File: src/rtl/core_regs_pkg.sv
/*
  Constants shared by the core special-register bank: offsets, field positions,
  reset values, bus offsets and widths.
  Assumes a single 250 MHz clock domain and a 32-bit AXI4-Lite register bus.
*/
package core_regs_pkg;

  // ****************************************************************
  // Core register offsets in the data space.
  // ****************************************************************
  localparam logic [5:0] ADDR_INDIRECT = 6'h00; // Virtual indirect pointer port.
  localparam logic [5:0] ADDR_TIMER = 6'h01; // Timer count, not held here.
  localparam logic [5:0] ADDR_PC_LOW = 6'h02; // Program counter low byte.
  localparam logic [5:0] ADDR_STATUS = 6'h03; // Core status.
  localparam logic [5:0] ADDR_RAM_SEL = 6'h04; // RAM select.
  localparam logic [5:0] ADDR_PORT5 = 6'h05; // Port five data.
  localparam logic [5:0] ADDR_PORT6 = 6'h06; // Port six data.
  localparam logic [5:0] ADDR_PORT7 = 6'h07; // Port seven data.
  localparam logic [5:0] ADDR_GEN_LO = 6'h10; // First shared general register.
  localparam logic [5:0] ADDR_BANK_LO = 6'h20; // First banked general register.

  // ****************************************************************
  // Status and RAM select field positions.
  // ****************************************************************
  localparam int ST_WAKE = 7; // Wake cause.
  localparam int ST_SEG = 6; // Control segment select.
  localparam int ST_PAGE = 5; // Program page select.
  localparam int ST_TO = 4; // Time-out flag.
  localparam int ST_PD = 3; // Power-down flag.
  localparam int ST_Z = 2; // Zero flag.
  localparam int ST_HC = 1; // Half-carry flag.
  localparam int ST_C = 0; // Carry flag.
  localparam int RS_TOP = 7; // Always-zero bit.
  localparam int RS_BANK = 6; // Bank select bit.
  localparam logic [7:0] RS_WMASK = 8'h7f; // Writable bits of RAM select.
  localparam logic [7:0] P7_MASK = 8'h01; // Implemented bits of port seven.

  // ****************************************************************
  // Reset values and widths.
  // ****************************************************************
  localparam logic [7:0] STATUS_POR = 8'h18; // Time-out and power-down set.
  localparam logic [7:0] BYTE_ZERO = 8'h00; // Cleared byte.
  localparam int PC_W = 11; // Program counter and stack width.
  localparam logic [PC_W-1:0] PC_RESET = 11'h000; // Program counter reset value.
  localparam int STACK_DEPTH = 8; // Return stack depth, chosen value.
  localparam logic [2:0] SP_ONE = 3'h1; // Stack pointer step.
  localparam logic [PC_W-1:0] PC_ONE = 11'h001; // Program counter step.

  // ****************************************************************
  // AXI4-Lite map of the bus-visible registers.
  // ****************************************************************
  localparam logic [7:0] AXI_STATUS = 8'h0c; // Core status, word at 0x03 times four.
  localparam logic [7:0] AXI_RAM_SEL = 8'h10; // RAM select.
  localparam logic [7:0] AXI_PORT5 = 8'h14; // Port five.
  localparam logic [7:0] AXI_PORT6 = 8'h18; // Port six.
  localparam logic [7:0] AXI_PORT7 = 8'h1c; // Port seven.
  localparam logic [7:0] AXI_PC = 8'h20; // Program counter, read only.
  localparam logic [7:0] AXI_IRQ_STAT = 8'h24; // Sticky event status, read clears.
  localparam logic [7:0] AXI_IRQ_MASK = 8'h28; // Event mask.
  localparam logic [1:0] RESP_OKAY = 2'b00; // Bus OKAY answer.
  localparam logic [1:0] RESP_SLVERR = 2'b10; // Bus error answer.
  localparam int EV_W = 4; // Event bits: wake, watchdog, sleep, write to PC.

endpackage

File: src/rtl/reset_sync.sv
/*
  Reset release synchroniser: asserts asynchronously, releases after two edges.
  Assumes the raw reset is active low.
*/
`timescale 1ns/1ps
`default_nettype none
module reset_sync (
  input wire logic clk_sys, // System clock.
  input wire logic rst_n, // Raw reset, active low.
  output logic rst_sync_n // Released reset, active low.
);

  logic stage_n; // First stage, read only by the second.

  // Two flops so release never lands near a clock edge.
  always_ff @(posedge clk_sys or negedge rst_n) begin
    if (!rst_n) begin
      stage_n <= 1'b0;
      rst_sync_n <= 1'b0;
    end else begin
      stage_n <= 1'b1;
      rst_sync_n <= stage_n;
    end
  end

endmodule
`default_nettype wire

File: src/rtl/return_stack.sv
/*
  Hardware return stack holding full 11-bit return addresses.
  Assumes the sequencer never pushes and pops in the same cycle.
*/
`timescale 1ns/1ps
`default_nettype none
module return_stack (
  input wire logic clk_sys, // System clock.
  input wire logic rst_n, // Synchronised reset, active low.
  input wire logic push, // Push a return address.
  input wire logic pop, // Pop the top address.
  input wire logic [core_regs_pkg::PC_W-1:0] push_addr, // Address pushed.
  output logic [core_regs_pkg::PC_W-1:0] top_addr // Top address, combinational.
);

  logic [core_regs_pkg::PC_W-1:0] mem [core_regs_pkg::STACK_DEPTH]; // Stack words.
  logic [2:0] sp; // Points at the next free slot; wraps when full.

  // Top of stack is the slot below the pointer.
  assign top_addr = mem[sp - core_regs_pkg::SP_ONE];

  // Pointer moves on push or pop, overflow wraps silently.
  always_ff @(posedge clk_sys or negedge rst_n) begin
    if (!rst_n) begin
      sp <= 3'h0;
    end else if (push) begin
      sp <= sp + core_regs_pkg::SP_ONE;
    end else if (pop) begin
      sp <= sp - core_regs_pkg::SP_ONE;
    end
  end

  // Storage needs no reset.
  always_ff @(posedge clk_sys) begin
    if (push) begin
      mem[sp] <= push_addr;
    end
  end

endmodule
`default_nettype wire

File: src/rtl/core_status_bank_select.sv
/*
  Core special-register bank: status, RAM select, port data, program counter
  with page select, indirect address resolution and an AXI4-Lite view.
  Assumes the instruction sequencer and arithmetic unit share clk_sys and
  present one access and one control event per cycle.
*/
//
// Contract
// - Wake bit set on pin/comparator/converter wake
// - Segment bit picks control register group
// - Page bit loads PC bit ten
// - Returns restore full address, page untouched
// - Page zero low half, one high
// - Time-out set by reset/sleep/clear, watchdog clears
// - Power-down set by reset/clear, sleep clears
// - Zero flag follows arithmetic zero result
// - Half-carry bit one, carry bit zero
// - RAM select top bit always zero
// - RAM select bit six picks bank
// - RAM select low six bits address indirectly
// - Port five and six read/write registers
// - Port seven only lowest bit implemented
// - Address zero redirects through RAM select
// - PC and stack eleven bits, reset zero
`timescale 1ns/1ps
`default_nettype none
module core_status_bank_select (
  input wire logic clk_sys, // System clock, 250 MHz.
  input wire logic rst_n, // Reset, active low, asynchronous.
  // Core data access port.
  input wire logic core_we, // Write strobe from the sequencer.
  input wire logic core_re, // Read strobe from the sequencer.
  input wire logic [5:0] core_addr, // Direct register address.
  input wire logic [7:0] core_wdata, // Write data.
  output logic [7:0] core_rdata, // Read data, registered.
  output logic [5:0] eff_addr, // Resolved address, registered.
  output logic eff_bank, // Resolved bank, registered.
  // Arithmetic unit flag update.
  input wire logic alu_flag_we, // Flags valid with the result.
  input wire logic alu_zero, // Result is zero.
  input wire logic alu_half_carry, // Half carry out.
  input wire logic alu_carry, // Carry out.
  // Sequencer control events.
  input wire logic ev_sleep, // Sleep instruction.
  input wire logic ev_wdt_clear, // Watchdog-clear instruction.
  input wire logic ev_wdt_timeout, // Watchdog time-out.
  input wire logic ev_wake_pin, // Wake by pin, comparator or converter.
  input wire logic ev_wake_other, // Wake or reset of another kind.
  input wire logic pc_jump, // Jump or call load of low ten bits.
  input wire logic pc_call, // Call pushes the return address.
  input wire logic pc_ret, // Any return instruction.
  input wire logic pc_step, // Ordinary increment.
  input wire logic [9:0] pc_target, // Jump target low ten bits.
  output logic [core_regs_pkg::PC_W-1:0] pc, // Program counter.
  output logic ctrl_segment, // Control segment select.
  // Port data.
  input wire logic [7:0] port5_in, // Port five pin levels.
  input wire logic [7:0] port6_in, // Port six pin levels.
  input wire logic port7_in, // Port seven pin level.
  output logic [7:0] port5_out, // Port five latch.
  output logic [7:0] port6_out, // Port six latch.
  output logic port7_out, // Port seven latch.
  output logic irq, // Level interrupt.
  // AXI4-Lite slave.
  input wire logic [7:0] s_axi_awaddr,
  input wire logic s_axi_awvalid,
  output logic s_axi_awready,
  input wire logic [31:0] s_axi_wdata,
  input wire logic [3:0] s_axi_wstrb,
  input wire logic s_axi_wvalid,
  output logic s_axi_wready,
  output logic [1:0] s_axi_bresp,
  output logic s_axi_bvalid,
  input wire logic s_axi_bready,
  input wire logic [7:0] s_axi_araddr,
  input wire logic s_axi_arvalid,
  output logic s_axi_arready,
  output logic [31:0] s_axi_rdata,
  output logic [1:0] s_axi_rresp,
  output logic s_axi_rvalid,
  input wire logic s_axi_rready
);

  // ****************************************************************
  // Reset and helpers.
  // ****************************************************************
  logic rst_sync_n; // Synchronised reset.
  logic [core_regs_pkg::PC_W-1:0] stack_top; // Top of return stack.
  logic [7:0] status; // Core status register.
  logic [7:0] ram_select; // RAM select register.
  logic [7:0] gen_mem [64]; // Shared and bank zero registers 10-3F.
  logic [7:0] bank1_mem [32]; // Bank one registers 20-3F.
  localparam int EV_STAT_HI = core_regs_pkg::EV_W - 1; // Top event bit.
  logic [EV_STAT_HI:0] ev_stat; // Sticky events.
  logic [EV_STAT_HI:0] ev_mask; // Event mask.

  reset_sync u_rst (
    .clk_sys(clk_sys),
    .rst_n(rst_n),
    .rst_sync_n(rst_sync_n)
  );

  return_stack u_stack (
    .clk_sys(clk_sys),
    .rst_n(rst_sync_n),
    .push(pc_call),
    .pop(pc_ret),
    .push_addr(pc + core_regs_pkg::PC_ONE),
    .top_addr(stack_top)
  );

  // Resolves an address through the indirect port.
  function automatic logic [5:0] resolve(input logic [5:0] a, input logic [7:0] rs);
    resolve = (a == core_regs_pkg::ADDR_INDIRECT) ? rs[5:0] : a;
  endfunction

  // Tells whether an address sits in the banked half.
  function automatic logic in_bank(input logic [5:0] a);
    in_bank = (a >= core_regs_pkg::ADDR_BANK_LO);
  endfunction

  logic [5:0] next_eff; // Resolved address of this access.
  logic next_bank; // Bank one chosen for this access.
  logic pc_written; // Store into the low counter byte.
  logic [7:0] bus_wbyte; // Bus write byte.
  logic bus_wr; // Bus write accepted this cycle.
  logic [7:0] bus_waddr; // Latched bus write address.
  assign next_eff = resolve(core_addr, ram_select);
  assign next_bank = ram_select[core_regs_pkg::RS_BANK] && in_bank(next_eff);
  assign pc_written = core_we && (next_eff == core_regs_pkg::ADDR_PC_LOW);

  // ****************************************************************
  // Program counter.
  // ****************************************************************
  // Jumps and stores pull in the page bit; returns take the full stacked address.
  always_ff @(posedge clk_sys or negedge rst_sync_n) begin
    if (!rst_sync_n) begin
      pc <= core_regs_pkg::PC_RESET;
    end else if (pc_ret) begin
      pc <= stack_top;
    end else if (pc_jump) begin
      pc <= {status[core_regs_pkg::ST_PAGE], pc_target};
    end else if (pc_written) begin
      pc <= {status[core_regs_pkg::ST_PAGE], pc[9:8], core_wdata};
    end else if (pc_step) begin
      pc <= pc + core_regs_pkg::PC_ONE;
    end
  end

  // ****************************************************************
  // Status register.
  // ****************************************************************
  // Hardware events outrank software stores; the page bit is never touched by returns.
  always_ff @(posedge clk_sys or negedge rst_sync_n) begin
    if (!rst_sync_n) begin
      status <= core_regs_pkg::STATUS_POR;
    end else begin
      if (core_we && next_eff == core_regs_pkg::ADDR_STATUS) begin
        // Software writes segment, page and arithmetic flags only.
        status[core_regs_pkg::ST_SEG] <= core_wdata[core_regs_pkg::ST_SEG];
        status[core_regs_pkg::ST_PAGE] <= core_wdata[core_regs_pkg::ST_PAGE];
        status[2:0] <= core_wdata[2:0];
      end else if (bus_wr && bus_waddr == core_regs_pkg::AXI_STATUS) begin
        status[core_regs_pkg::ST_SEG] <= bus_wbyte[core_regs_pkg::ST_SEG];
        status[core_regs_pkg::ST_PAGE] <= bus_wbyte[core_regs_pkg::ST_PAGE];
        status[2:0] <= bus_wbyte[2:0];
      end
      if (alu_flag_we) begin
        status[core_regs_pkg::ST_Z] <= alu_zero;
        status[core_regs_pkg::ST_HC] <= alu_half_carry;
        status[core_regs_pkg::ST_C] <= alu_carry;
      end
      if (ev_wake_pin) begin
        status[core_regs_pkg::ST_WAKE] <= 1'b1;
      end else if (ev_wake_other) begin
        status[core_regs_pkg::ST_WAKE] <= 1'b0;
      end
      if (ev_wdt_timeout) begin
        status[core_regs_pkg::ST_TO] <= 1'b0;
      end else if (ev_sleep || ev_wdt_clear) begin
        status[core_regs_pkg::ST_TO] <= 1'b1;
      end
      if (ev_wdt_clear) begin
        status[core_regs_pkg::ST_PD] <= 1'b1;
      end else if (ev_sleep) begin
        status[core_regs_pkg::ST_PD] <= 1'b0;
      end
    end
  end

  // Segment select drives the control register group choice.
  always_ff @(posedge clk_sys or negedge rst_sync_n) begin
    if (!rst_sync_n) begin
      ctrl_segment <= 1'b0;
    end else begin
      ctrl_segment <= status[core_regs_pkg::ST_SEG];
    end
  end

  // ****************************************************************
  // RAM select and port latches.
  // ****************************************************************
  // Top bit of RAM select is masked on every store.
  always_ff @(posedge clk_sys or negedge rst_sync_n) begin
    if (!rst_sync_n) begin
      ram_select <= core_regs_pkg::BYTE_ZERO;
    end else if (core_we && next_eff == core_regs_pkg::ADDR_RAM_SEL) begin
      ram_select <= core_wdata & core_regs_pkg::RS_WMASK;
    end else if (bus_wr && bus_waddr == core_regs_pkg::AXI_RAM_SEL) begin
      ram_select <= bus_wbyte & core_regs_pkg::RS_WMASK;
    end
  end

  // Port data latches written from the core or the bus.
  always_ff @(posedge clk_sys or negedge rst_sync_n) begin
    if (!rst_sync_n) begin
      port5_out <= core_regs_pkg::BYTE_ZERO;
      port6_out <= core_regs_pkg::BYTE_ZERO;
      port7_out <= 1'b0;
    end else begin
      if (core_we && next_eff == core_regs_pkg::ADDR_PORT5) begin
        port5_out <= core_wdata;
      end else if (bus_wr && bus_waddr == core_regs_pkg::AXI_PORT5) begin
        port5_out <= bus_wbyte;
      end
      if (core_we && next_eff == core_regs_pkg::ADDR_PORT6) begin
        port6_out <= core_wdata;
      end else if (bus_wr && bus_waddr == core_regs_pkg::AXI_PORT6) begin
        port6_out <= bus_wbyte;
      end
      if (core_we && next_eff == core_regs_pkg::ADDR_PORT7) begin
        port7_out <= core_wdata[0];
      end else if (bus_wr && bus_waddr == core_regs_pkg::AXI_PORT7) begin
        port7_out <= bus_wbyte[0];
      end
    end
  end

  // ****************************************************************
  // General registers and core reads.
  // ****************************************************************
  // Registers 10-1F are shared; 20-3F split by the bank bit.
  always_ff @(posedge clk_sys) begin
    if (core_we && next_eff >= core_regs_pkg::ADDR_GEN_LO) begin
      if (next_bank) begin
        bank1_mem[next_eff[4:0]] <= core_wdata;
      end else begin
        gen_mem[next_eff] <= core_wdata;
      end
    end
  end

  // Read mux, registered; indirect through address zero resolves first.
  always_ff @(posedge clk_sys or negedge rst_sync_n) begin
    if (!rst_sync_n) begin
      core_rdata <= core_regs_pkg::BYTE_ZERO;
      eff_addr <= 6'h00;
      eff_bank <= 1'b0;
    end else begin
      eff_addr <= next_eff;
      eff_bank <= next_bank;
      if (core_re) begin
        case (next_eff)
          core_regs_pkg::ADDR_PC_LOW: core_rdata <= pc[7:0];
          core_regs_pkg::ADDR_STATUS: core_rdata <= status;
          core_regs_pkg::ADDR_RAM_SEL: core_rdata <= ram_select;
          core_regs_pkg::ADDR_PORT5: core_rdata <= port5_in;
          core_regs_pkg::ADDR_PORT6: core_rdata <= port6_in;
          core_regs_pkg::ADDR_PORT7: core_rdata <= {7'h00, port7_in};
          default: begin
            if (next_eff < core_regs_pkg::ADDR_GEN_LO) begin
              core_rdata <= core_regs_pkg::BYTE_ZERO;
            end else if (next_bank) begin
              core_rdata <= bank1_mem[next_eff[4:0]];
            end else begin
              core_rdata <= gen_mem[next_eff];
            end
          end
        endcase
      end
    end
  end

  // ****************************************************************
  // Events and interrupt.
  // ****************************************************************
  logic [EV_STAT_HI:0] ev_now; // Events of this cycle.
  logic stat_read; // Bus read of the event status.
  assign ev_now = {pc_written, ev_sleep, ev_wdt_timeout, ev_wake_pin};

  // Read clears, but an event in the same cycle survives.
  always_ff @(posedge clk_sys or negedge rst_sync_n) begin
    if (!rst_sync_n) begin
      ev_stat <= '0;
    end else if (stat_read) begin
      ev_stat <= ev_now;
    end else begin
      ev_stat <= ev_stat | ev_now;
    end
  end

  // Level interrupt while any unmasked bit is set.
  always_ff @(posedge clk_sys or negedge rst_sync_n) begin
    if (!rst_sync_n) begin
      irq <= 1'b0;
    end else begin
      irq <= |((ev_stat | ev_now) & ev_mask);
    end
  end

  // ****************************************************************
  // AXI4-Lite slave.
  // ****************************************************************
  logic aw_held; // Write address taken.
  logic w_held; // Write data taken.
  logic [7:0] wbyte_held; // Write data byte.
  logic [7:0] awaddr_held; // Write address.
  assign bus_wr = aw_held && w_held && !s_axi_bvalid;
  assign bus_waddr = awaddr_held;
  assign bus_wbyte = wbyte_held;
  assign stat_read = s_axi_arvalid && s_axi_arready && s_axi_araddr == core_regs_pkg::AXI_IRQ_STAT;

  // Takes address and data in either order, answers one cycle after both.
  always_ff @(posedge clk_sys or negedge rst_sync_n) begin
    if (!rst_sync_n) begin
      aw_held <= 1'b0;
      w_held <= 1'b0;
      awaddr_held <= 8'h00;
      wbyte_held <= 8'h00;
      s_axi_awready <= 1'b0;
      s_axi_wready <= 1'b0;
      s_axi_bvalid <= 1'b0;
      s_axi_bresp <= core_regs_pkg::RESP_OKAY;
      ev_mask <= '0;
    end else begin
      s_axi_awready <= !aw_held && !s_axi_awready && s_axi_awvalid;
      s_axi_wready <= !w_held && !s_axi_wready && s_axi_wvalid;
      if (s_axi_awvalid && s_axi_awready) begin
        aw_held <= 1'b1;
        awaddr_held <= {s_axi_awaddr[7:2], 2'b00};
      end
      if (s_axi_wvalid && s_axi_wready) begin
        w_held <= 1'b1;
        wbyte_held <= s_axi_wstrb[0] ? s_axi_wdata[7:0] : 8'h00;
      end
      if (bus_wr) begin
        s_axi_bvalid <= 1'b1;
        case (awaddr_held)
          core_regs_pkg::AXI_STATUS, core_regs_pkg::AXI_RAM_SEL, core_regs_pkg::AXI_PORT5,
          core_regs_pkg::AXI_PORT6, core_regs_pkg::AXI_PORT7, core_regs_pkg::AXI_PC,
          core_regs_pkg::AXI_IRQ_STAT: s_axi_bresp <= core_regs_pkg::RESP_OKAY;
          core_regs_pkg::AXI_IRQ_MASK: begin
            s_axi_bresp <= core_regs_pkg::RESP_OKAY;
            ev_mask <= wbyte_held[EV_STAT_HI:0];
          end
          default: s_axi_bresp <= core_regs_pkg::RESP_SLVERR;
        endcase
      end else if (s_axi_bvalid && s_axi_bready) begin
        s_axi_bvalid <= 1'b0;
        aw_held <= 1'b0;
        w_held <= 1'b0;
      end
    end
  end

  // Read channel: one outstanding read, answer the cycle after the address.
  always_ff @(posedge clk_sys or negedge rst_sync_n) begin
    if (!rst_sync_n) begin
      s_axi_arready <= 1'b0;
      s_axi_rvalid <= 1'b0;
      s_axi_rdata <= 32'h0000_0000;
      s_axi_rresp <= core_regs_pkg::RESP_OKAY;
    end else begin
      s_axi_arready <= !s_axi_rvalid && !s_axi_arready && s_axi_arvalid;
      if (s_axi_arvalid && s_axi_arready) begin
        s_axi_rvalid <= 1'b1;
        s_axi_rresp <= core_regs_pkg::RESP_OKAY;
        case ({s_axi_araddr[7:2], 2'b00})
          core_regs_pkg::AXI_STATUS: s_axi_rdata <= {24'h000000, status};
          core_regs_pkg::AXI_RAM_SEL: s_axi_rdata <= {24'h000000, ram_select};
          core_regs_pkg::AXI_PORT5: s_axi_rdata <= {24'h000000, port5_in};
          core_regs_pkg::AXI_PORT6: s_axi_rdata <= {24'h000000, port6_in};
          core_regs_pkg::AXI_PORT7: s_axi_rdata <= {31'h00000000, port7_in};
          core_regs_pkg::AXI_PC: s_axi_rdata <= {21'h000000, pc};
          core_regs_pkg::AXI_IRQ_STAT: s_axi_rdata <= {28'h0000000, ev_stat};
          core_regs_pkg::AXI_IRQ_MASK: s_axi_rdata <= {28'h0000000, ev_mask};
          default: begin
            s_axi_rdata <= 32'h0000_0000;
            s_axi_rresp <= core_regs_pkg::RESP_SLVERR;
          end
        endcase
      end else if (s_axi_rvalid && s_axi_rready) begin
        s_axi_rvalid <= 1'b0;
      end
    end
  end

endmodule
`default_nettype wire

File: config.mk
export PLATFORM = sky130hd
export DESIGN_NAME = core_status_bank_select
export DESIGN_NICKNAME = d
export VERILOG_FILES = /design/src/rtl/core_regs_pkg.sv /design/src/rtl/reset_sync.sv /design/src/rtl/return_stack.sv /design/src/rtl/core_status_bank_select.sv
export SDC_FILE = /design/constraint.sdc
export NUM_CORES = 1
export LEC_CHECK = 0
export BUFFER_PORTS_ARGS = -buffer_cell sky130_fd_sc_hd__buf_2
export CORE_MARGIN = 2
export CORE_UTILIZATION = 60
export CTS_BUF_LIST = sky130_fd_sc_hd__clkbuf_4 sky130_fd_sc_hd__clkbuf_8 sky130_fd_sc_hd__clkbuf_16
export DETAILED_ROUTE_END_ITERATION = 6
export PLACE_DENSITY = 0.81
export SYNTH_ARGS = -nofsm -noshare
export SYNTH_HDL_FRONTEND = slang
export SYNTH_HIERARCHICAL = 1
export SYNTH_SLANG_ARGS = --single-unit
File: constraint.sdc
create_clock -name clk_sys -period 4.6 [get_ports clk_sys]
set_input_delay 0 -clock clk_sys [delete_from_list [all_inputs] [get_ports clk_sys]]
set_output_delay 0 -clock clk_sys [all_outputs]
set_load 0.01 [all_outputs]
Word level (Yosys, flattened, before mapping):

Memories as Yosys holds them, arrays and structs flattened.
Cells that the tools add are included.
Widths: inputs -> output; s select.

* reduce and logical (&&, ||, !) cells: 55
* mux-type cells: 52
* bitwise operators: 2
* equality and inequality tests: 24
* magnitude comparators: 3
* add/subtract/negate cells: 3

Operators by type and width (count)
* $pmux 11 s8: 1
* $eq 6x3->1 const B: 12
* $mux 8: 9
* $pmux 8 s6: 1
* $mux 11: 4
* $eq 6x4->1 const B: 6
* $logic_and 1x1->1: 27
* $mux 1: 26
* $eq 6x2->1 const B: 4
* $reduce_bool 2->1: 11
* $reduce_or 8->1: 2
* $mux 3: 5
* $add 11x1->11 const B: 1
* $eq 8x6->1 const B: 1
* $mux 2: 4
* $logic_not 1->1: 7
* $ge 6x5->1 const B: 1
* $ge 6x6->1 const B: 1
* $logic_not 6->1: 1
* $lt 6x5->1 const B: 1
* $mux 6: 1
* $reduce_bool 3->1: 2
* $and 4x4->4: 1
* $mux 4: 1
* 8 further kinds: 9

* logic and storage cells: 175
* register bits: 131
* output and inout bits: 86
* memories kept: 3
* input port bits: 115
* memory bits (writable): 856

Memory list
* gen_mem: depth 64, width 8, rd ports 1, clocked after Yosys merged registers in 0, write ports 1, line core_status_bank_select.sv:91 `logic [7:0] gen_mem [64];`
* bank1_mem: depth 32, width 8, rd ports 1, clocked after Yosys merged registers in 0, write ports 1, line core_status_bank_select.sv:92 `logic [7:0] bank1_mem [32];`
* u_stack.mem: depth 8, width 11, rd ports 1, clocked after Yosys merged registers in 0, write ports 1, line return_stack.sv:16 `logic [core_regs_pkg::PC_W-1:0] mem [core_regs_pkg::STACK_DEPTH];`

Depth between registers and ports, before layout:

* depth in word-level cells: 7
* depth in mapped cells: 13
* mapped depth without buffers: 9

Modules after synthesis:

The synthesis kept the hierarchy.

Modules (own cells, without submodules)
* core_status_bank_select: area each 31405.1 µm², seq. area each 22494.1 µm², cells each 2278, instances 1
* return_stack: area each 3752.3 µm², seq. area each 2717.6 µm², cells each 232, instances 1
* reset_sync: area each 53.8 µm², seq. area each 50.0 µm², cells each 3, instances 1

Worst setup path after synthesis:

OpenSTA, ideal clock, no wires.

* kind: input port to flip-flop
* from: input port core_addr[3]
* to: memory bank1_mem[7][0] (enable)
* setup time: 0.371 ns
* arrival: 2.275 ns
* required time: 4.229 ns
* path slack: 1.954 ns
* stages on the path: 9
* cell sequence: buf_4 > nor4_4 > a31oi_1 > clkbuf_1 > clkbuf_1 > clkbuf_1 > or2_2 > clkbuf_1 > nor2_1

* longest elaborated chain between the ends: 7
* elaborated cells on any way between the ends: 9
* those cells by class: order compare: 2; mux: 4; reduce/logical: 3

RTL lines
* start: declaration: line core_status_bank_select.sv:33 `input wire logic [5:0] core_addr,`
* $logic_not 6->1: line core_status_bank_select.sv:114 `resolve = (a == core_regs_pkg::ADDR_INDIRECT) ? rs[5:0] : a;`
* $mux 6 (*): line core_status_bank_select.sv:114
* $ge 6x6->1: line core_status_bank_select.sv:119 `in_bank = (a >= core_regs_pkg::ADDR_BANK_LO);`
* $logic_and 1x1->1: line core_status_bank_select.sv:129 `assign next_bank = ram_select[core_regs_pkg::RS_BANK] && in_bank(next_eff);`
* $mux 1: line core_status_bank_select.sv:245 `if (next_bank) begin`
* $mux 1: line core_status_bank_select.sv:244 `if (core_we && next_eff >= core_regs_pkg::ADDR_GEN_LO) begin`
* $mux 1 (not written as such): line core_status_bank_select.sv:246 `bank1_mem[next_eff[4:0]] <= core_wdata;`
* end: declaration: line core_status_bank_select.sv:92

Every way passes the cells marked *; elsewhere a longest branch is shown, timed or not.

Final worst setup path:

* from: register ram_select[1]
* to: register core_rdata[7]

* longest elaborated chain between the ends: 6
* elaborated cells on any way between the ends: 15
* those cells by class: order compare: 2; eq/ne: 6; mux: 4; reduce/logical: 1; memory: 2

RTL lines
* start: declaration: line core_status_bank_select.sv:90 `logic [7:0] ram_select;`
* start signal: assignment: line core_status_bank_select.sv:206 `ram_select <= core_regs_pkg::BYTE_ZERO;`
* start signal: assignment: line core_status_bank_select.sv:208 `ram_select <= core_wdata & core_regs_pkg::RS_WMASK;`
* start signal: assignment: line core_status_bank_select.sv:210 `ram_select <= bus_wbyte & core_regs_pkg::RS_WMASK;`
* $mux 6 (*): line core_status_bank_select.sv:114
* parallel branches: the longest is 4 deep, another holds $mem_v2 64x8
* $pmux 8 s6 (*): line core_status_bank_select.sv:263 `case (next_eff)`
* end signal: assignment: line core_status_bank_select.sv:264 `core_regs_pkg::ADDR_PC_LOW: core_rdata <= pc[7:0];`
* end signal: assignment: line core_status_bank_select.sv:272 `core_rdata <= core_regs_pkg::BYTE_ZERO;`
* end signal: assignment: line core_status_bank_select.sv:274 `core_rdata <= bank1_mem[next_eff[4:0]];`
* end: declaration: line core_status_bank_select.sv:35 `output logic [7:0] core_rdata,`

Mark *: on every way between the ends.
A chain may end at the register's enable or synchronous reset.

==> key figures <==
STA
  • Fin. Hold Viols: 0
  • Total negative slack for setup checks: 0 ns
  • Worst setup margin: 0.0707 ns
  • Final setup violation count: 0
  • Fin crit share: 98.5%
  • Unrepaired setup endpoints after global routing: no
  • Max Clk Rate: 0.221 GHz
  • Clock Skew: 0.0336 ns
  • Max-Slew Margin vs Limit: 13.3%
  • Worst Tran Pin Value: ~1.3 ns
  • Slew Viols, Final: 0
  • Fin crit period: around 4.5 ns

GRT
  • Largest net degree at the start of global routing: between 90 and 100
  • Initial antenna violation count: 5
  • Global-route wire length before repair: between 150,000 and 200,000 µm
  • Vias in the first global route: 24,495
  • GRT overflow: 0
  • All-layer global routing usage: 34.1%

Cells and area
  • Nets: 2,910
  • Post-layout util: 70.7%
  • Final instance area: 40,900 µm²
  • Non-Filler Instances: around 3,600
  • Share of layout cells above drive strength 1: 14.7%
  • Synth-to-Final Area Change: 16.1%

Synth
  • Post-synth EDFFs: 752
  • Cell count after synthesis: 2,513
  • Synthesized area: 35,200 µm²
  • Yosys cell types: 79
  • Syn_area_per_cell: 14.0 µm²
  • Main flop type after synthesis: edfxtp_1
  • Async SR Flop Fraction: 12.5%
  • Yosys Warn Count: 6
  • Yosys reg bits: around 860
  • Register area share after synthesis: 71.7%

Detailed routing
  • Via/cell ratio: 6.82
  • DRT Pass-1 Iters: 7
  • 1st-iter DRT viols: 3,788
  • Remaining antenna violation count: 0
  • WL final: 103,000 µm
  • WL/cell: 28.5 µm
  • DRC Markers: 15
  • Vias: 24,794

Worst setup path
  • Critical Path AT: 5.05 ns
  • Largest stage delay, worst path: ~0.60 ns
  • Critical path depth in cells: 11
  • Worst path most repeated cell: a21oi_1
  • R2r endpoint: core_rdata[7]$_DFFE_PN0P_
  • Crit-path max FO: 87
  • Worst r2r src: ram_select[1]$_DFFE_PN0P_
  • Reg2reg path depth: 11
  • Crit path kind: reg -> reg
  • WP buf/inv: 3
  • Slowest CP cell: dfrtp_1
  • Family with the most delay on the worst path: buffers and inverters
  • Worst R2R Setup Slack: 0.07 ns
  • Worst Path Required: 5.12 ns
  • Crit path launch type: flop
  • Worst setup EP type: flop
  • Critical-path cell list: nor2b_1, a21oi_4, inv_8, buf_4, mux2i_1, a21oi_1, nor3_1, a21oi_1, a211oi_1, a221oi_1, dlygate4sd3_1

Clock tree
  • Postcts setup bufs: 0
  • Clock Sinks: 859
  • Cts bufs inserted: 86
  • PostCTS Resize Cnt: 0
  • Clock tree buffer depth: 3
  • Clock slew at reported path FFs: ~0.06 ns
  • Worst skew pair latency: 0.65 ns
  • Clock root cell: clkbuf_16
  • Htree depth: 3
  • CTS tree: yes

Place
  • Placed insts: between 3,000 and 4,000
  • Dpl cell area: 36,900 µm²
  • DP Worst Slack: 0.900 ns
  • Port Buf Inserts: approximately 150
  • Dpl hpwl: roughly 63,000 µm
  • GPL Wtd Cong: 0.979

Power and ir drop
  • Combinational share of power: ~18%
  • P_int: ~0.015 W
  • Power Dens Cells: 498 nW/µm²
  • P_leak: around 14 nW
  • Sw Ratio: 28.3%
  • Worst IR Drop VDD: 0.543 mV
  • Sequential share of power: 47.5%
  • Clock share of power: 34.9%
  • NetSw: roughly 0.0058 W

Hold path
  • Hold Path Cell Cnt: 5
  • Hold EP: pc[1]$_DFFE_PN0P_
  • Worst Hold Launch: pc_jump
  • Worst Hold Class: in -> reg

Die
  • Core Region: 57,800 µm²
  • Top Ports: 201
  • Initial core utilization: 60.9%
  • Chip height: 246 µm
  • Die area: 60,600 µm²
  • Die X-Extent: between 200 and 250 µm
  • Site Rows: 88

Job
  • Max-cap viol count: 0

Outcome
  • Failing checks: design-rule violations
  • Outcome: finished, violations left
[Yosys cell counts, types with 5 or more instances]
master	number	share of area, %
buf_1	19	0.20
buf_4	28	0.60
and2_1	5	0.089
inv_1	20	0.21
nor4_1	13	0.23
mux2_2	16	0.51
clkbuf_1	83	0.88
nor2b_1	5	0.089
buf_2	46	0.65
o221ai_1	114	2.8
xnor2_1	6	0.15
a221oi_1	7	0.17
a21oi_1	166	2.4
edfxtp_1	752	64
nand4_1	17	0.30
dfrtp_1	105	7.5
and4_1	11	0.27
a211oi_1	5	0.11
nor3b_1	5	0.11
or4_1	5	0.11
xor2_1	7	0.17
nand2_1	295	3.1
nand3_1	78	1.1
o32ai_1	6	0.15
a22oi_1	11	0.23
nor2_1	151	1.6
a32oi_1	13	0.32
o22ai_1	21	0.37
o21ai_0	102	1.4
nor3_1	53	0.75
or3_1	7	0.12
a31oi_1	54	0.96
a22o_1	6	0.15
mux2i_1	182	5.2
o311ai_0	8	0.20
or2_2	5	0.089
mux4_2	6	0.38
[sequential cells by signal, indices dropped and copies added, names as in the netlist, 11 cells and up]
| signal | cells |
|---|---|
| u_stack/mem | 88 |
| pc | 11 |
| s_axi_rdata | 11 |
| bank1_mem | 256 |
| gen_mem | 408 |
[how the worst max path moves through the flow]
stage,startpoint,end,slack (ns)
after global placement,ram_select[1]$_DFFE_PN0P_,core_rdata[6]$_DFFE_PN0P_,0.98
final,ram_select[1]$_DFFE_PN0P_,core_rdata[7]$_DFFE_PN0P_,0.07
after detailed placement,ram_select[1]$_DFFE_PN0P_,core_rdata[7]$_DFFE_PN0P_,0.90
after CTS,ram_select[1]$_DFFE_PN0P_,core_rdata[7]$_DFFE_PN0P_,0.34
after floorplan,u_rst/rst_sync_n$_DFF_PN0_,aw_held$_DFF_PN0_,1.40
after global routing,ram_select[1]$_DFFE_PN0P_,core_rdata[7]$_DFFE_PN0P_,0.05
[power groups by stage]
stage | clock, W | sequential (W) | combinational, W
after global routing | 0.00742 | 0.00971 | 0.00382
final | 0.00711 | 0.00968 | 0.00359
after detailed placement | 0 | 0.00980 | 0.00332
after floorplan | 0 | 0.00961 | 0.00220
after global placement | 0 | 0.00977 | 0.00320
after CTS | 0.00710 | 0.00965 | 0.00348
[what timing repair did]
action                                  CTS  global route
endpoints found under the setup margin    0             0
hold buffers                            106             0
hold endpoints to repair                247             0
[worst reg2reg max path, stage by stage, from the launching register on]
cell,delay [ns]
dfrtp_1,0.60
nor2b_1,0.50
a21oi_4,0.17
inv_8,0.57
buf_4,0.54
mux2i_1,0.24
a21oi_1,0.08
nor3_1,0.55
a21oi_1,0.11
a211oi_1,0.33
a221oi_1,0.14
dlygate4sd3_1,0.58
[cells in the final DEF, fill, tap and decap left out, drive strengths merged, types with 5 or more instances in the layout]
master       Yosys  routed
a211oi           5       5
a21oi          166     166
a221oi           7       7
a22o             6       6
a22oi           11      11
a31oi           54      54
a32oi           13      13
and2             5       5
and4            11      11
buf             97     219
bufinv           0       7
clkbuf          83     111
clkinv           3      40
conb             2      48
dfrtp          105     105
diode            0       5
dlygate4sd3      0     106
edfxtp         752     752
inv             23      26
mux2            16      16
mux2i          182     182
mux4             6       6
nand2          295     295
nand3           78      78
nand4           17      17
nor2           154     154
nor2b            5       5
nor3            53      53
nor3b            5       5
nor4            15      15
o21ai          105     105
o221ai         114     114
o22ai           21      21
o311ai           8       8
o32ai            7       7
or2              5       5
or3              7       7
or4              5       5
xnor2            7       7
xor2             8       8
[metrics by stage]
step,total power (W),hold WS (ns)
finish,0.0204,0.0487
global route,0.0210,0.0378
CTS,0.0202,0.00229
detailed placement,0.0131,-0.209
global placement,0.0130,-0.215
floorplan,0.0118,-0.296
[per-layer routing]
| metal | share of wire (%) | track usage, % | wire [µm] |
|---|---|---|---|
| met1 | 34 | 44.3 | 35500 |
| met2 | 45 | 52.7 | 46800 |
| met3 | 15 | 9.95 | 15100 |
| met4 | 5.7 | 16.9 | 5890 |
| met5 | 0.13 | 1.72 | 130 |
[layout make-up]
cell class / instances / area [µm²]
multi-input combinational: 1494 / 9260
inverter: 26 / 105
timing repair buffer: 325 / 2410
sequential: 859 / 25300
clock inverter: 48 / 438
fill: 3568 / 16900
clock buffer: 111 / 2440
antenna: 5 / 12.5
tap: 765 / 957
[cells by family (layout without fill, tap and decap cells)]
kind of cell    count (synthesis)  count (layout)  share of synthesized area [%]
compound gates                556             556                           10.5
xor+xnor                       15              15                          0.416
fa+ha+maj                       3               3                          0.107
buf+inv                       206             510                           2.74
flops                         859             859                           71.7
mux                           204             204                           6.07
other cells                     2              53                         0.0213
simple gates                  668             668                           8.45
No activity file was read; power rests on OpenSTA's default activity.
